$ cat src/shared/tpc_pkg.sv
package tpc_pkg;

  // ==========================================================
  // Register indices (byte address is four times the index)
  // ==========================================================
  localparam logic [13:0] IDX_CNT_H = 14'h0f00;
  localparam logic [13:0] IDX_CNT_L = 14'h0f01;
  localparam logic [13:0] IDX_RLD_H = 14'h0f02;
  localparam logic [13:0] IDX_RLD_L = 14'h0f03;
  localparam logic [13:0] IDX_CMP_H = 14'h0f04;
  localparam logic [13:0] IDX_CMP_L = 14'h0f05;
  localparam logic [13:0] IDX_CTL0 = 14'h0f06;
  localparam logic [13:0] IDX_CTL1 = 14'h0f07;
  localparam int ADDR_W = 16;
  localparam int IDX_LSB = 2;

  // ==========================================================
  // Reset values and count restart value
  // ==========================================================
  localparam logic [15:0] CNT_RST = 16'h0001;
  localparam logic [15:0] RLD_RST = 16'hffff;
  localparam logic [15:0] CMP_RST = 16'h0000;
  localparam logic [7:0] CTL_RST = 8'h00;
  localparam logic [15:0] CNT_START = 16'h0001;

  // ==========================================================
  // Control field layouts
  // ==========================================================
  typedef struct packed {
    logic enable;         // [7]
    logic output_polarity_bit; // [6]
    logic [2:0] clock_divide_select; // [5:3]
    logic [2:0] mode_lo;  // [2:0]
  } tpc_ctl1_t;

  typedef struct packed {
    logic mode_hi;        // [7]
    logic [2:0] rsv_hi;   // [6:4]
    logic [2:0] deadband_delay_select; // [3:1]
    logic rsv_lo;         // [0]
  } tpc_ctl0_t;

  typedef struct packed {
    logic [ADDR_W-1:0] paddr;
    logic psel;
    logic penable;
    logic pwrite;
    logic [31:0] pwdata;
  } tpc_apb_req_t;

  typedef struct packed {
    logic pready;
    logic pslverr;
    logic [31:0] prdata;
  } tpc_apb_rsp_t;

  // ==========================================================
  // Timer modes, {mode_hi, mode_lo}
  // ==========================================================
  localparam logic [3:0] MODE_CONT = 4'h1;
  localparam logic [3:0] MODE_PWM = 4'h3;
  localparam logic [3:0] MODE_CAPT = 4'h4;
  localparam logic [3:0] MODE_CAPCMP = 4'h7;
  localparam logic [3:0] MODE_PWM_DUAL = 4'h8;
  localparam logic [3:0] MODE_CAP_RST = 4'h9;

endpackage

$ cat src/core/tpc_prescaler.sv
`timescale 1ns/1ps
module tpc_prescaler #(
  parameter int SEL_W = 3
) (
  input wire logic ref_clk_i, // System clock
  input wire logic arst_n_i, // Async reset, active low
  input wire logic run_i, // Timer enabled
  input wire logic [SEL_W-1:0] sel_i, // Divide by 2**sel
  output logic tick_o // One-cycle count enable
);

  localparam int CNT_W = (1 << SEL_W) - 1;

  logic [CNT_W-1:0] cnt_reg;
  logic [CNT_W-1:0] mask;

  always_comb begin
    mask = CNT_W'((1 << sel_i) - 1);
  end

  // ==========================================================
  // Divider, cleared whenever the timer stops
  // ==========================================================
  always_ff @(posedge ref_clk_i or negedge arst_n_i) begin
    if (!arst_n_i) begin
      cnt_reg <= '0;
    end else if (!run_i) begin
      cnt_reg <= '0;
    end else if ((cnt_reg & mask) == mask) begin
      cnt_reg <= '0;
    end else begin
      cnt_reg <= cnt_reg + CNT_W'(1);
    end
  end

  // Tick is combinational from the divider; top registers all effects
  assign tick_o = run_i && ((cnt_reg & mask) == mask);

endmodule

$ cat src/core/tpc_timer_out.sv
`timescale 1ns/1ps
// Operation
// Match 16-bit compare value against timer count
// Capture modes store count in compare bytes
// Dual PWM, polarity 0, disabled: low/high
// Dual PWM pol 0: output high match, low reload
// Dual PWM pol 0: complement low match, high reload
// Dual PWM, polarity 1, disabled: high/low
// Deadband delays rising edge of both outputs
// Capture restart edge set by polarity
// Other modes: idle at polarity, toggle on reload
// Enabled pin function drives polarity level
// Polarity change while running takes no effect
// Prescaler divides by two to select power
// Prescaler cleared while timer disabled
// Dual PWM pol 1 inverts pol 0 behaviour
module tpc_timer_out #(
  parameter int DB_W = 3
) (
  input wire logic ref_clk_i, // 10 MHz system clock
  input wire logic arst_n_i, // Async reset, active low
  input wire logic [tpc_pkg::ADDR_W-1:0] paddr_i, // APB address
  input wire logic psel_i, // APB select
  input wire logic penable_i, // APB enable
  input wire logic pwrite_i, // APB direction
  input wire logic [31:0] pwdata_i, // APB write data
  output logic [31:0] prdata_o, // APB read data
  output logic pready_o, // APB ready
  output logic pslverr_o, // APB error, unmapped
  input wire logic timer_in_i, // Timer input pin level
  input wire logic alt_fn_en_i, // Pin alternate function on
  output logic timer_output_pin_o, // Timer output
  output logic timer_output_comp_o, // Timer output complement
  output logic pin_out_o, // Pad data
  output logic pin_oe_n_o // Pad enable, low drives
);

  // ==========================================================
  // Registers and decode
  // ==========================================================
  logic [15:0] count_reg;
  logic [15:0] reload_reg;
  logic [15:0] compare_reg;
  tpc_pkg::tpc_ctl0_t ctl0_reg;
  tpc_pkg::tpc_ctl1_t ctl1_reg;
  logic pol_run_reg;
  logic in_prev_reg;
  logic out_raw_reg;
  logic comp_raw_reg;
  logic [13:0] idx;
  logic aligned;
  logic mapped;
  logic access;
  logic wr;
  logic [7:0] wbyte;
  logic [3:0] mode;
  logic run;
  logic tick;
  logic reload_ev;
  logic match_ev;
  logic edge_ev;
  logic capture_ev;
  logic restart_ev;
  logic [7:0] rd_byte;

  assign idx = paddr_i[tpc_pkg::ADDR_W-1:tpc_pkg::IDX_LSB];
  assign aligned = (paddr_i[tpc_pkg::IDX_LSB-1:0] == 2'h0);
  assign wbyte = pwdata_i[7:0];
  assign mode = {ctl0_reg.mode_hi, ctl1_reg.mode_lo};
  assign run = ctl1_reg.enable;

  always_comb begin
    mapped = aligned;
    rd_byte = 8'h00;
    case (idx)
      tpc_pkg::IDX_CNT_H: rd_byte = count_reg[15:8];
      tpc_pkg::IDX_CNT_L: rd_byte = count_reg[7:0];
      tpc_pkg::IDX_RLD_H: rd_byte = reload_reg[15:8];
      tpc_pkg::IDX_RLD_L: rd_byte = reload_reg[7:0];
      tpc_pkg::IDX_CMP_H: rd_byte = compare_reg[15:8];
      tpc_pkg::IDX_CMP_L: rd_byte = compare_reg[7:0];
      tpc_pkg::IDX_CTL0: rd_byte = ctl0_reg;
      tpc_pkg::IDX_CTL1: rd_byte = ctl1_reg;
      default: mapped = 1'b0;
    endcase
  end

  // Transfer completes in the first access cycle
  assign access = psel_i && penable_i && pready_o;
  assign wr = access && pwrite_i && mapped;

  // ==========================================================
  // APB answer
  // ==========================================================
  // Ready rises one cycle after setup, so no wait states
  always_ff @(posedge ref_clk_i or negedge arst_n_i) begin
    if (!arst_n_i) begin
      pready_o <= 1'b0;
      pslverr_o <= 1'b0;
      prdata_o <= 32'h0000_0000;
    end else if (psel_i && !penable_i) begin
      pready_o <= 1'b1;
      pslverr_o <= !mapped;
      prdata_o <= pwrite_i ? 32'h0000_0000 : {24'h000000, rd_byte};
    end else begin
      pready_o <= 1'b0;
      pslverr_o <= 1'b0;
      prdata_o <= 32'h0000_0000;
    end
  end

  // ==========================================================
  // Control registers
  // ==========================================================
  always_ff @(posedge ref_clk_i or negedge arst_n_i) begin
    if (!arst_n_i) begin
      ctl0_reg <= tpc_pkg::CTL_RST;
      ctl1_reg <= tpc_pkg::CTL_RST;
    end else if (wr) begin
      if (idx == tpc_pkg::IDX_CTL0) begin
        ctl0_reg <= wbyte;
      end
      if (idx == tpc_pkg::IDX_CTL1) begin
        ctl1_reg <= wbyte;
      end
    end
  end

  always_ff @(posedge ref_clk_i or negedge arst_n_i) begin
    if (!arst_n_i) begin
      reload_reg <= tpc_pkg::RLD_RST;
    end else if (wr) begin
      if (idx == tpc_pkg::IDX_RLD_H) begin
        reload_reg[15:8] <= wbyte;
      end
      if (idx == tpc_pkg::IDX_RLD_L) begin
        reload_reg[7:0] <= wbyte;
      end
    end
  end

  // Polarity is sampled only while stopped
  always_ff @(posedge ref_clk_i or negedge arst_n_i) begin
    if (!arst_n_i) begin
      pol_run_reg <= 1'b0;
    end else if (!run) begin
      pol_run_reg <= ctl1_reg.output_polarity_bit;
    end
  end

  // ==========================================================
  // Counting and events
  // ==========================================================
  tpc_prescaler #(
    .SEL_W(3)
  ) u_presc (
    .ref_clk_i(ref_clk_i),
    .arst_n_i(arst_n_i),
    .run_i(run),
    .sel_i(ctl1_reg.clock_divide_select),
    .tick_o(tick)
  );

  always_ff @(posedge ref_clk_i or negedge arst_n_i) begin
    if (!arst_n_i) begin
      in_prev_reg <= 1'b0;
    end else begin
      in_prev_reg <= timer_in_i;
    end
  end

  // Edge choice follows the running polarity
  assign edge_ev = pol_run_reg ? (in_prev_reg && !timer_in_i)
                               : (!in_prev_reg && timer_in_i);
  assign capture_ev = run && edge_ev &&
    (mode == tpc_pkg::MODE_CAPT || mode == tpc_pkg::MODE_CAPCMP ||
     mode == tpc_pkg::MODE_CAP_RST);
  assign restart_ev = capture_ev && (mode != tpc_pkg::MODE_CAPT);
  assign reload_ev = tick && (count_reg == reload_reg);
  assign match_ev = tick && (count_reg == compare_reg);

  always_ff @(posedge ref_clk_i or negedge arst_n_i) begin
    if (!arst_n_i) begin
      count_reg <= tpc_pkg::CNT_RST;
    end else if (restart_ev) begin
      count_reg <= tpc_pkg::CNT_START;
    end else if (wr && idx == tpc_pkg::IDX_CNT_H) begin
      count_reg[15:8] <= wbyte;
    end else if (wr && idx == tpc_pkg::IDX_CNT_L) begin
      count_reg[7:0] <= wbyte;
    end else if (reload_ev) begin
      count_reg <= tpc_pkg::CNT_START;
    end else if (tick) begin
      count_reg <= count_reg + 16'h0001;
    end
  end

  // Capture beats a software write in the same cycle
  always_ff @(posedge ref_clk_i or negedge arst_n_i) begin
    if (!arst_n_i) begin
      compare_reg <= tpc_pkg::CMP_RST;
    end else if (capture_ev) begin
      compare_reg <= count_reg;
    end else if (wr && idx == tpc_pkg::IDX_CMP_H) begin
      compare_reg[15:8] <= wbyte;
    end else if (wr && idx == tpc_pkg::IDX_CMP_L) begin
      compare_reg[7:0] <= wbyte;
    end
  end

  // ==========================================================
  // Output waveform before deadband
  // ==========================================================
  always_ff @(posedge ref_clk_i or negedge arst_n_i) begin
    if (!arst_n_i) begin
      out_raw_reg <= 1'b0;
      comp_raw_reg <= 1'b1;
    end else if (!run) begin
      // Stopped level follows the live bit so the pad sees it
      out_raw_reg <= ctl1_reg.output_polarity_bit;
      comp_raw_reg <= !ctl1_reg.output_polarity_bit;
    end else if (mode == tpc_pkg::MODE_PWM_DUAL) begin
      if (reload_ev) begin
        out_raw_reg <= pol_run_reg;
        comp_raw_reg <= !pol_run_reg;
      end else if (match_ev) begin
        out_raw_reg <= !pol_run_reg;
        comp_raw_reg <= pol_run_reg;
      end
    end else if (mode == tpc_pkg::MODE_PWM) begin
      if (reload_ev) begin
        out_raw_reg <= pol_run_reg;
      end else if (match_ev) begin
        out_raw_reg <= !pol_run_reg;
      end
    end else if (reload_ev) begin
      out_raw_reg <= !out_raw_reg;
    end
  end

  // ==========================================================
  // Deadband on rising edges of both outputs, in dual PWM while running only
  // ==========================================================
  logic [1:0] raw_vec;
  logic [1:0] db_out;
  logic db_on;

  assign raw_vec = {comp_raw_reg, out_raw_reg};
  assign db_on = run && (mode == tpc_pkg::MODE_PWM_DUAL);

  genvar g;
  generate
    for (g = 0; g < 2; g++) begin : g_db
      logic [DB_W-1:0] wait_reg;
      logic q_reg;
      always_ff @(posedge ref_clk_i or negedge arst_n_i) begin
        if (!arst_n_i) begin
          wait_reg <= '0;
          q_reg <= (g == 1);
        end else if (!raw_vec[g]) begin
          wait_reg <= '0;
          q_reg <= 1'b0;
        end else if (!db_on ||
                     wait_reg >= ctl0_reg.deadband_delay_select) begin
          q_reg <= 1'b1;
        end else begin
          wait_reg <= wait_reg + DB_W'(1);
        end
      end
      assign db_out[g] = q_reg;
    end
  endgenerate

  // ==========================================================
  // Pins
  // ==========================================================
  always_ff @(posedge ref_clk_i or negedge arst_n_i) begin
    if (!arst_n_i) begin
      timer_output_pin_o <= 1'b0;
      timer_output_comp_o <= 1'b1;
      pin_out_o <= 1'b0;
      pin_oe_n_o <= 1'b1;
    end else begin
      timer_output_pin_o <= db_out[0];
      timer_output_comp_o <= db_out[1];
      pin_out_o <= db_out[0];
      pin_oe_n_o <= !alt_fn_en_i;
    end
  end

endmodule

$ cat config.mk
export PLATFORM = sky130hd
export DESIGN_NAME = tpc_timer_out
export DESIGN_NICKNAME = d
export VERILOG_FILES = /design/src/shared/tpc_pkg.sv /design/src/core/tpc_prescaler.sv /design/src/core/tpc_timer_out.sv
export SDC_FILE = /design/constraint.sdc
export NUM_CORES = 1
export LEC_CHECK = 0
export BUFFER_PORTS_ARGS = -buffer_cell sky130_fd_sc_hd__buf_2
export CAP_MARGIN = 40
export CORE_AREA = 8 8 116 118
export DETAILED_ROUTE_END_ITERATION = 8
export DIE_AREA = 0 0 124 126
export PLACE_DENSITY = 0.76
export SLEW_MARGIN = 20
export SYNTH_ARGS = -nofsm -noshare
export SYNTH_HDL_FRONTEND = slang
export SYNTH_SLANG_ARGS = --single-unit
$ cat constraint.sdc
create_clock -name ref_clk_i -period 3.45 [get_ports ref_clk_i]
set_input_delay 0.69 -clock ref_clk_i [delete_from_list [all_inputs] [get_ports ref_clk_i]]
set_output_delay 0.69 -clock ref_clk_i [all_outputs]
set_load 0.005 [all_outputs]
==> results of run 1 <==
==> routing by layer <==
metal	vias to the layer above	share of wire
met5	-	0
met4	0	0.028
met3	37	0.066
met2	184	0.50
met1	2482	0.41
li1	2271	-
==> cell type report <==
| type | instances | area [um^2] | area share |
|---|---|---|---|
| multi-input cells | 469 | 3180 | 0.479 |
| flip-flops and latches | 96 | 2430 | 0.366 |
| repair buffers | 76 | 475 | 0.0717 |
| clock buffers | 10 | 239 | 0.0360 |
| well taps | 147 | 184 | 0.0277 |
| clock inverters | 6 | 77.6 | 0.0117 |
| inverters | 14 | 52.6 | 0.00792 |
==> synth_stat cells, types with 3 or more instances <==
cell,number
a221oi_1,5
nand2b_1,5
and3b_1,3
a21oi_1,21
and3_1,10
xnor2_1,22
or3_1,3
buf_4,25
ha_1,11
clkbuf_1,37
xor2_1,20
a222oi_1,5
o211ai_1,4
nor2_1,46
or3b_2,3
nand3b_1,3
nand2_1,57
nor3b_1,5
a22o_1,3
and4_1,3
a21o_1,4
o311ai_0,4
mux2i_1,31
nor4_1,8
nor3_1,7
and2_1,4
mux2_2,36
nand4_1,8
a22oi_1,12
dfstp_2,21
inv_1,14
a31oi_1,4
o21ai_0,40
nor2b_1,7
dfrtp_1,75
o22ai_1,7
nand3_1,13
o21a_1,4
==> path summary, 6_finish.rpt <==
path | startpoint | to | slack, ps | depth (start not counted)
max in group asynchronous | arst_n_i | reload_reg[1]$_DFFE_PN1P_ | 2510 | 2
hold reg to reg | g_db[1].q_reg$_DFFE_PN1P_ | timer_output_comp_o$_DFF_PN1_ | 370 | 0
min in group ref_clk_i | g_db[1].q_reg$_DFFE_PN1P_ | timer_output_comp_o$_DFF_PN1_ | 370 | 0
hold / removal | arst_n_i | in_prev_reg$_DFF_PN0_ | 200 | 1
setup / recovery | ctl1_reg[5]$_DFFE_PN0P_ | count_reg[3]$_DFFE_PN0P_ | 160 | 9
setup reg to reg | ctl1_reg[5]$_DFFE_PN0P_ | count_reg[3]$_DFFE_PN0P_ | 160 | 9
==> report_power, final <==
part,internal [mW],leakage [nW],switching (mW)
Sequential,1.13,1.24,0.00888
Clock,0.593,0.156,0.472
Combinational,0.0445,1.56,0.0928
Total,1.77,2.96,0.573
==> per-stage QoR <==
stage                     utilization  power, mW  instances  setup WS (ps)  instance area [um^2]
after global placement          0.539       1.29        802            217                  6320
after floorplan                     -       1.24        645           24.0                  6010
final                           0.566       2.34        818            161                  6630
after global routing            0.566       2.42        818           54.4                  6630
after CTS                       0.566       2.36        818            159                  6630
after detailed placement        0.539       1.30        802            162                  6320
==> layout by cell type, fill, tap and decap left out, types with 5 or more instances in the layout <==
cell       instances
nand2_1           57
a221oi_1           5
dfstp_2           21
conb_1            24
nand4_1            8
nor4_1             8
a22oi_1           12
nor2b_1            7
dfrtp_1           75
o21ai_0           40
o22ai_1            7
xnor2_1           22
nor3_1             7
and3_1            10
clkbuf_16          9
mux2i_1           31
buf_4             32
nand2b_1           5
mux2_2            36
ha_1              11
nor2_1            46
xor2_1            20
inv_1             14
buf_2             43
a21oi_1           21
nor3b_1            5
nand3_1           13
a222oi_1           5
==> worst reg2reg max path: stages, from the launching register on <==
cell and delay [ps]:
dfrtp_1 370, or3_1 370, ha_1 260, nor4b_1 160
a2111o_1 410, or3_4 370, or2_1 230, or4_4 520
or3b_1 380, a31oi_1 130
==> logic make-up (layout without fill, tap and decap cells) <==
kind of cell,after synthesis,after routing
multiplexers,67,67
AND/OR/NAND/NOR,198,198
flip-flops,96,96
other,1,24
AO/OA/AOI/OAI,127,127
XOR/XNOR,42,42
adder cells (fa/ha/maj),11,11
buffers and inverters,80,106
==> results.cfg, run 1 <==
[timing]
period_share = 0.953
setup_viol = 0
hold_viol_final = 0
period_needed_ps = 3290
fin_setup_tns_ps = 0
slew_violations = 0
slew_headroom = 0.463
rsz0062_at_grt = false
tightest_slew_ps = 798
skew_ps = 9.74
max_freq_ghz = 0.304
worst_hold_slack_ps = 203

[global_route]
met2_usage = 0.347
gr-usage-met3 = 0.0429
grt-busiest-layer = met2
grt_max_degree = 80
grt_pass1_vias = 4977
grt_usage = 0.214
grt_pass1_wl_mm = 25.9
overflow = 0
grt_antenna_before_repair = 0
met1_usage = 0.267

[die]
fp.dieH_um = 126
die-area_um2 = 15600
dieWidth_um = 124
initial_core_util = 0.506
placementRows = 40
ios = 93
core_um2 = 11700

[finish]
n_antenna_cell = 0
nNetsFinal = 732
fillers = 1036
syn_to_final_growth_pct = 11.9
drive_gt1_frac = 0.241

[synth]
synth_compound_area_frac = 0.140
synth_top_cell_by_area = dfrtp_1
ys.flop_type = dfrtp_1
synth_top_family_by_area = simple AND/OR/NAND/NOR gates
synth-seq-cells = 96
synth_xor_area_frac = 0.0621
muxShareOfSynthArea = 0.121
synth_top_area_frac = 0.317
synth-edff-count = 0
synth_cells = 622
synth-simple-area-share = 0.174
async_reset_ff_frac = 1.00
ys_seq_area_frac = 0.410
yosys_warnings = 0
syn_avg_cell_area_um2 = 9.53
synth_area_um2 = 5930
synthTopCellsByArea = dfrtp_1 (32%), dfstp_2 (9.3%), mux2_2 (6.8%), mux2i_1 (5.2%), nand2_1 (3.6%)
synth_fa_ha_area_frac = 0.0232
yosysUniqueCellTypes = 63

[drt]
routed_wl_mm = 16.2
vias = 4974
vias_per_cell = 6.08
dr.pass1.iters = 6
drtIter0Drc = 340
post-route-drc-count = 0
avgRoutedWirePerCell_um = 19.8
ant_nets = 0

[power_and_ir_drop]
ir_drop_mv = 0.320
p_per_area_nw_per_um2 = 353
leakagePower_nw = 2.96

[placement]
port_buffers = 44
place_hpwl_mm = 11.7
gp_congestion = 0.938

[worst_setup_path]
cp.required_ps = 3730
cp_max_fo = 5
end_kind = register
worstPathCellList = or3_1 > ha_1 > nor4b_1 > a2111o_1 > or3_4 > or2_1 > or4_4 > or3b_1 > a31oi_1
critical_path_buf_inv_count = 0
cp-start-kind = register
critPathSlowestCell = or4_4
slowest_delay_ps = 520
path_delay_family = simple AND/OR/NAND/NOR gates
cp.arrival_ps = 3570
path_class = register to register

[clock_network]
clock_latency_ps = 360
path_clk_slew_ps = 70
post_cts_resized = 0
clockRootBuffer = clkbuf_16
cts.sinks = 96
cts_setup_buffers = 0
cts_max_path_buffers = 2
htreeDepth = 3
post_cts_hold_buffer_count = 0
cts_tree = yes
cts_buffers = 9

[outcome]
status = finished, final reports clean

[min_path]
min_path_type = primary input to async pin

[flow_run]
cap_violations = 0
(Power assumes the default switching activity.)
==> run 2: changes to the inputs <==
--- a/config.mk
+++ b/config.mk
@@ -5,9 +5,10 @@
 export SDC_FILE = /design/constraint.sdc
 export NUM_CORES = 1
 export LEC_CHECK = 0
-export BUFFER_PORTS_ARGS = -buffer_cell sky130_fd_sc_hd__buf_2
+export BUFFER_PORTS_ARGS = -buffer_cell sky130_fd_sc_hd__buf_4
 export CAP_MARGIN = 40
 export CORE_AREA = 8 8 116 118
+export CTS_CLUSTER_DIAMETER = 80
 export DETAILED_ROUTE_END_ITERATION = 8
 export DIE_AREA = 0 0 124 126
 export PLACE_DENSITY = 0.76
==> run 2 against run 1 <==
  * Global-route usage down 0.91 points
  * Via count is 1.4% higher
  * First-iteration DRC count rose by 62%
  * Final cell count is 0.24% lower
  * Utilization up 0.92 points
  * Power fell by 0.30%
  * Register-to-register slack about the same
  * Critical path depth did not move
  * Critical endpoint unchanged
  * Highest routed layer unchanged
==> results.cfg, run 2 (synthesis gave the netlist of run 1 again) <==
[power_and_ir_drop]
leakagePower_nw = 2.98
p_total_mw = 2.34
ir_drop_mv = 0.269
p_per_area_nw_per_um2 = 347

[finish]
final_common_cell = dfrtp_1
layout.cells.non_filler = 816
drive_gt1_frac = 0.239
fillers = 1024
syn_to_final_growth_pct = 13.7
n_antenna_cell = 0
final_cell_mix = dfrtp_1 (75), buf_4 (71), nand2_1 (57)
nNetsFinal = 730

[die]
ios = 93
fp.dieH_um = 126
die-area_um2 = 15600
core_um2 = 11700
dieWidth_um = 124
placementRows = 40
initial_core_util = 0.506

[clock_network]
htreeDepth = 3
path_clk_slew_ps = 70
cts_buffers = 9
cts_max_path_buffers = 2
clockRootBuffer = clkbuf_16
clock_latency_ps = 350
cts_setup_buffers = 0
cts.sinks = 96
cts_tree = yes
post_cts_hold_buffer_count = 0

[timing]
hold_viol_final = 0
slew_violations = 0
period_needed_ps = 3280
max_freq_ghz = 0.305
slew_headroom = 0.569
fin_setup_tns_ps = 0
setup_viol = 0
tightest_slew_ps = 641
period_share = 0.950
rsz0062_at_grt = false
worst_hold_slack_ps = 136
skew_ps = 10.2

[worst_setup_path]
path_class = register to register
end_kind = register
cp-start-kind = register
critPathSlowestCell = or4_4
worstPathCellList = or3_1 > ha_2 > nor4b_1 > a2111o_1 > or3_4 > or2_1 > or4_4 > or3b_1 > a31oi_1
cp.required_ps = 3720
cp.arrival_ps = 3550
cp_max_fo = 5
slowest_delay_ps = 520

[flow_run]
cap_violations = 0

[global_route]
overflow = 0
grt_pass1_wl_mm = 25.0
grt_pass1_vias = 4850
grt_antenna_before_repair = 0
grt_max_degree = 61
grt_usage = 0.205

[drt]
vias_per_cell = 6.18
avgRoutedWirePerCell_um = 19.6
routed_wl_mm = 16.0
vias = 5042
ant_nets = 0
dr.pass1.iters = 6
drtIter0Drc = 550
post-route-drc-count = 0

[outcome]
status = finished, final reports clean

[placement]
place_hpwl_mm = 11.6
place_inst = 798
gp_congestion = 0.930
port_buffers = 44

[min_path]
min_path_type = primary input to async pin
-- run 2: routing by layer --
| metal | GRT usage | vias to the layer above | wire [um] |
|---|---|---|---|
| li1 | - | 2264 | - |
| met1 | 0.259 | 2505 | 6630 |
| met2 | 0.331 | 225 | 7840 |
| met3 | 0.0331 | 48 | 982 |
| met4 | 0.102 | 0 | 530 |
| met5 | 0 | - | 0 |
-- run 2: final cells by class --
| cell class | instances | area [um^2] | share of cell area |
|---|---|---|---|
| inverters | 14 | 52.6 | 0.00780 |
| clock buffers | 12 | 279 | 0.0414 |
| repair buffers | 74 | 586 | 0.0869 |
| multi-input cells | 469 | 3180 | 0.472 |
| clock inverters | 4 | 32.5 | 0.00483 |
| flip-flops and latches | 96 | 2430 | 0.360 |
| well taps | 147 | 184 | 0.0273 |
-- run 2: timing repair --
item | CTS | global route
resized for setup | 0 | 1
setup endpoints to repair | 0 | 1
endpoints found under the hold margin | 0 | 0
-- run 2: path summary, 6_finish.rpt --
| kind | from | end | slack, ps | cells after the start |
|---|---|---|---|---|
| max | ctl1_reg[5]$_DFFE_PN0P_ | count_reg[3]$_DFFE_PN0P_ | 170 | 9 |
| min in group ref_clk_i | g_db[1].q_reg$_DFFE_PN1P_ | timer_output_comp_o$_DFF_PN1_ | 370 | 0 |
| max in group asynchronous | arst_n_i | reload_reg[3]$_DFFE_PN1P_ | 2520 | 3 |
| min | arst_n_i | in_prev_reg$_DFF_PN0_ | 140 | 1 |
| max reg2reg | ctl1_reg[5]$_DFFE_PN0P_ | count_reg[3]$_DFFE_PN0P_ | 170 | 9 |
| min reg2reg | g_db[1].q_reg$_DFFE_PN1P_ | timer_output_comp_o$_DFF_PN1_ | 370 | 0 |
-- run 2: worst max-delay path, delay by kind of cell (launching register included) --
family | cells | cell delay [ps]
AND/OR/NAND/NOR | 6 | 2040
AO/OA/AOI/OAI | 2 | 560
flip-flops | 1 | 370
adder cells (fa/ha/maj) | 1 | 230
-- run 2: report_power, final --
group	switching [mW]	internal [mW]	leakage, nW
combinational	0.0972	0.0577	1.58
sequential	0.00694	1.13	1.24
clock	0.459	0.583	0.154
-- run 2: per-stage QoR --
stage | utilization | worst slack (ps) | area (um^2)
5_1_grt | 0.576 | 35.3 | 6740
3_5_place_dp | 0.546 | 143 | 6390
2_1_floorplan | - | 24.0 | 6010
4_1_cts | 0.573 | 130 | 6710
3_3_place_gp | 0.546 | 204 | 6390
6_report | 0.576 | 172 | 6740
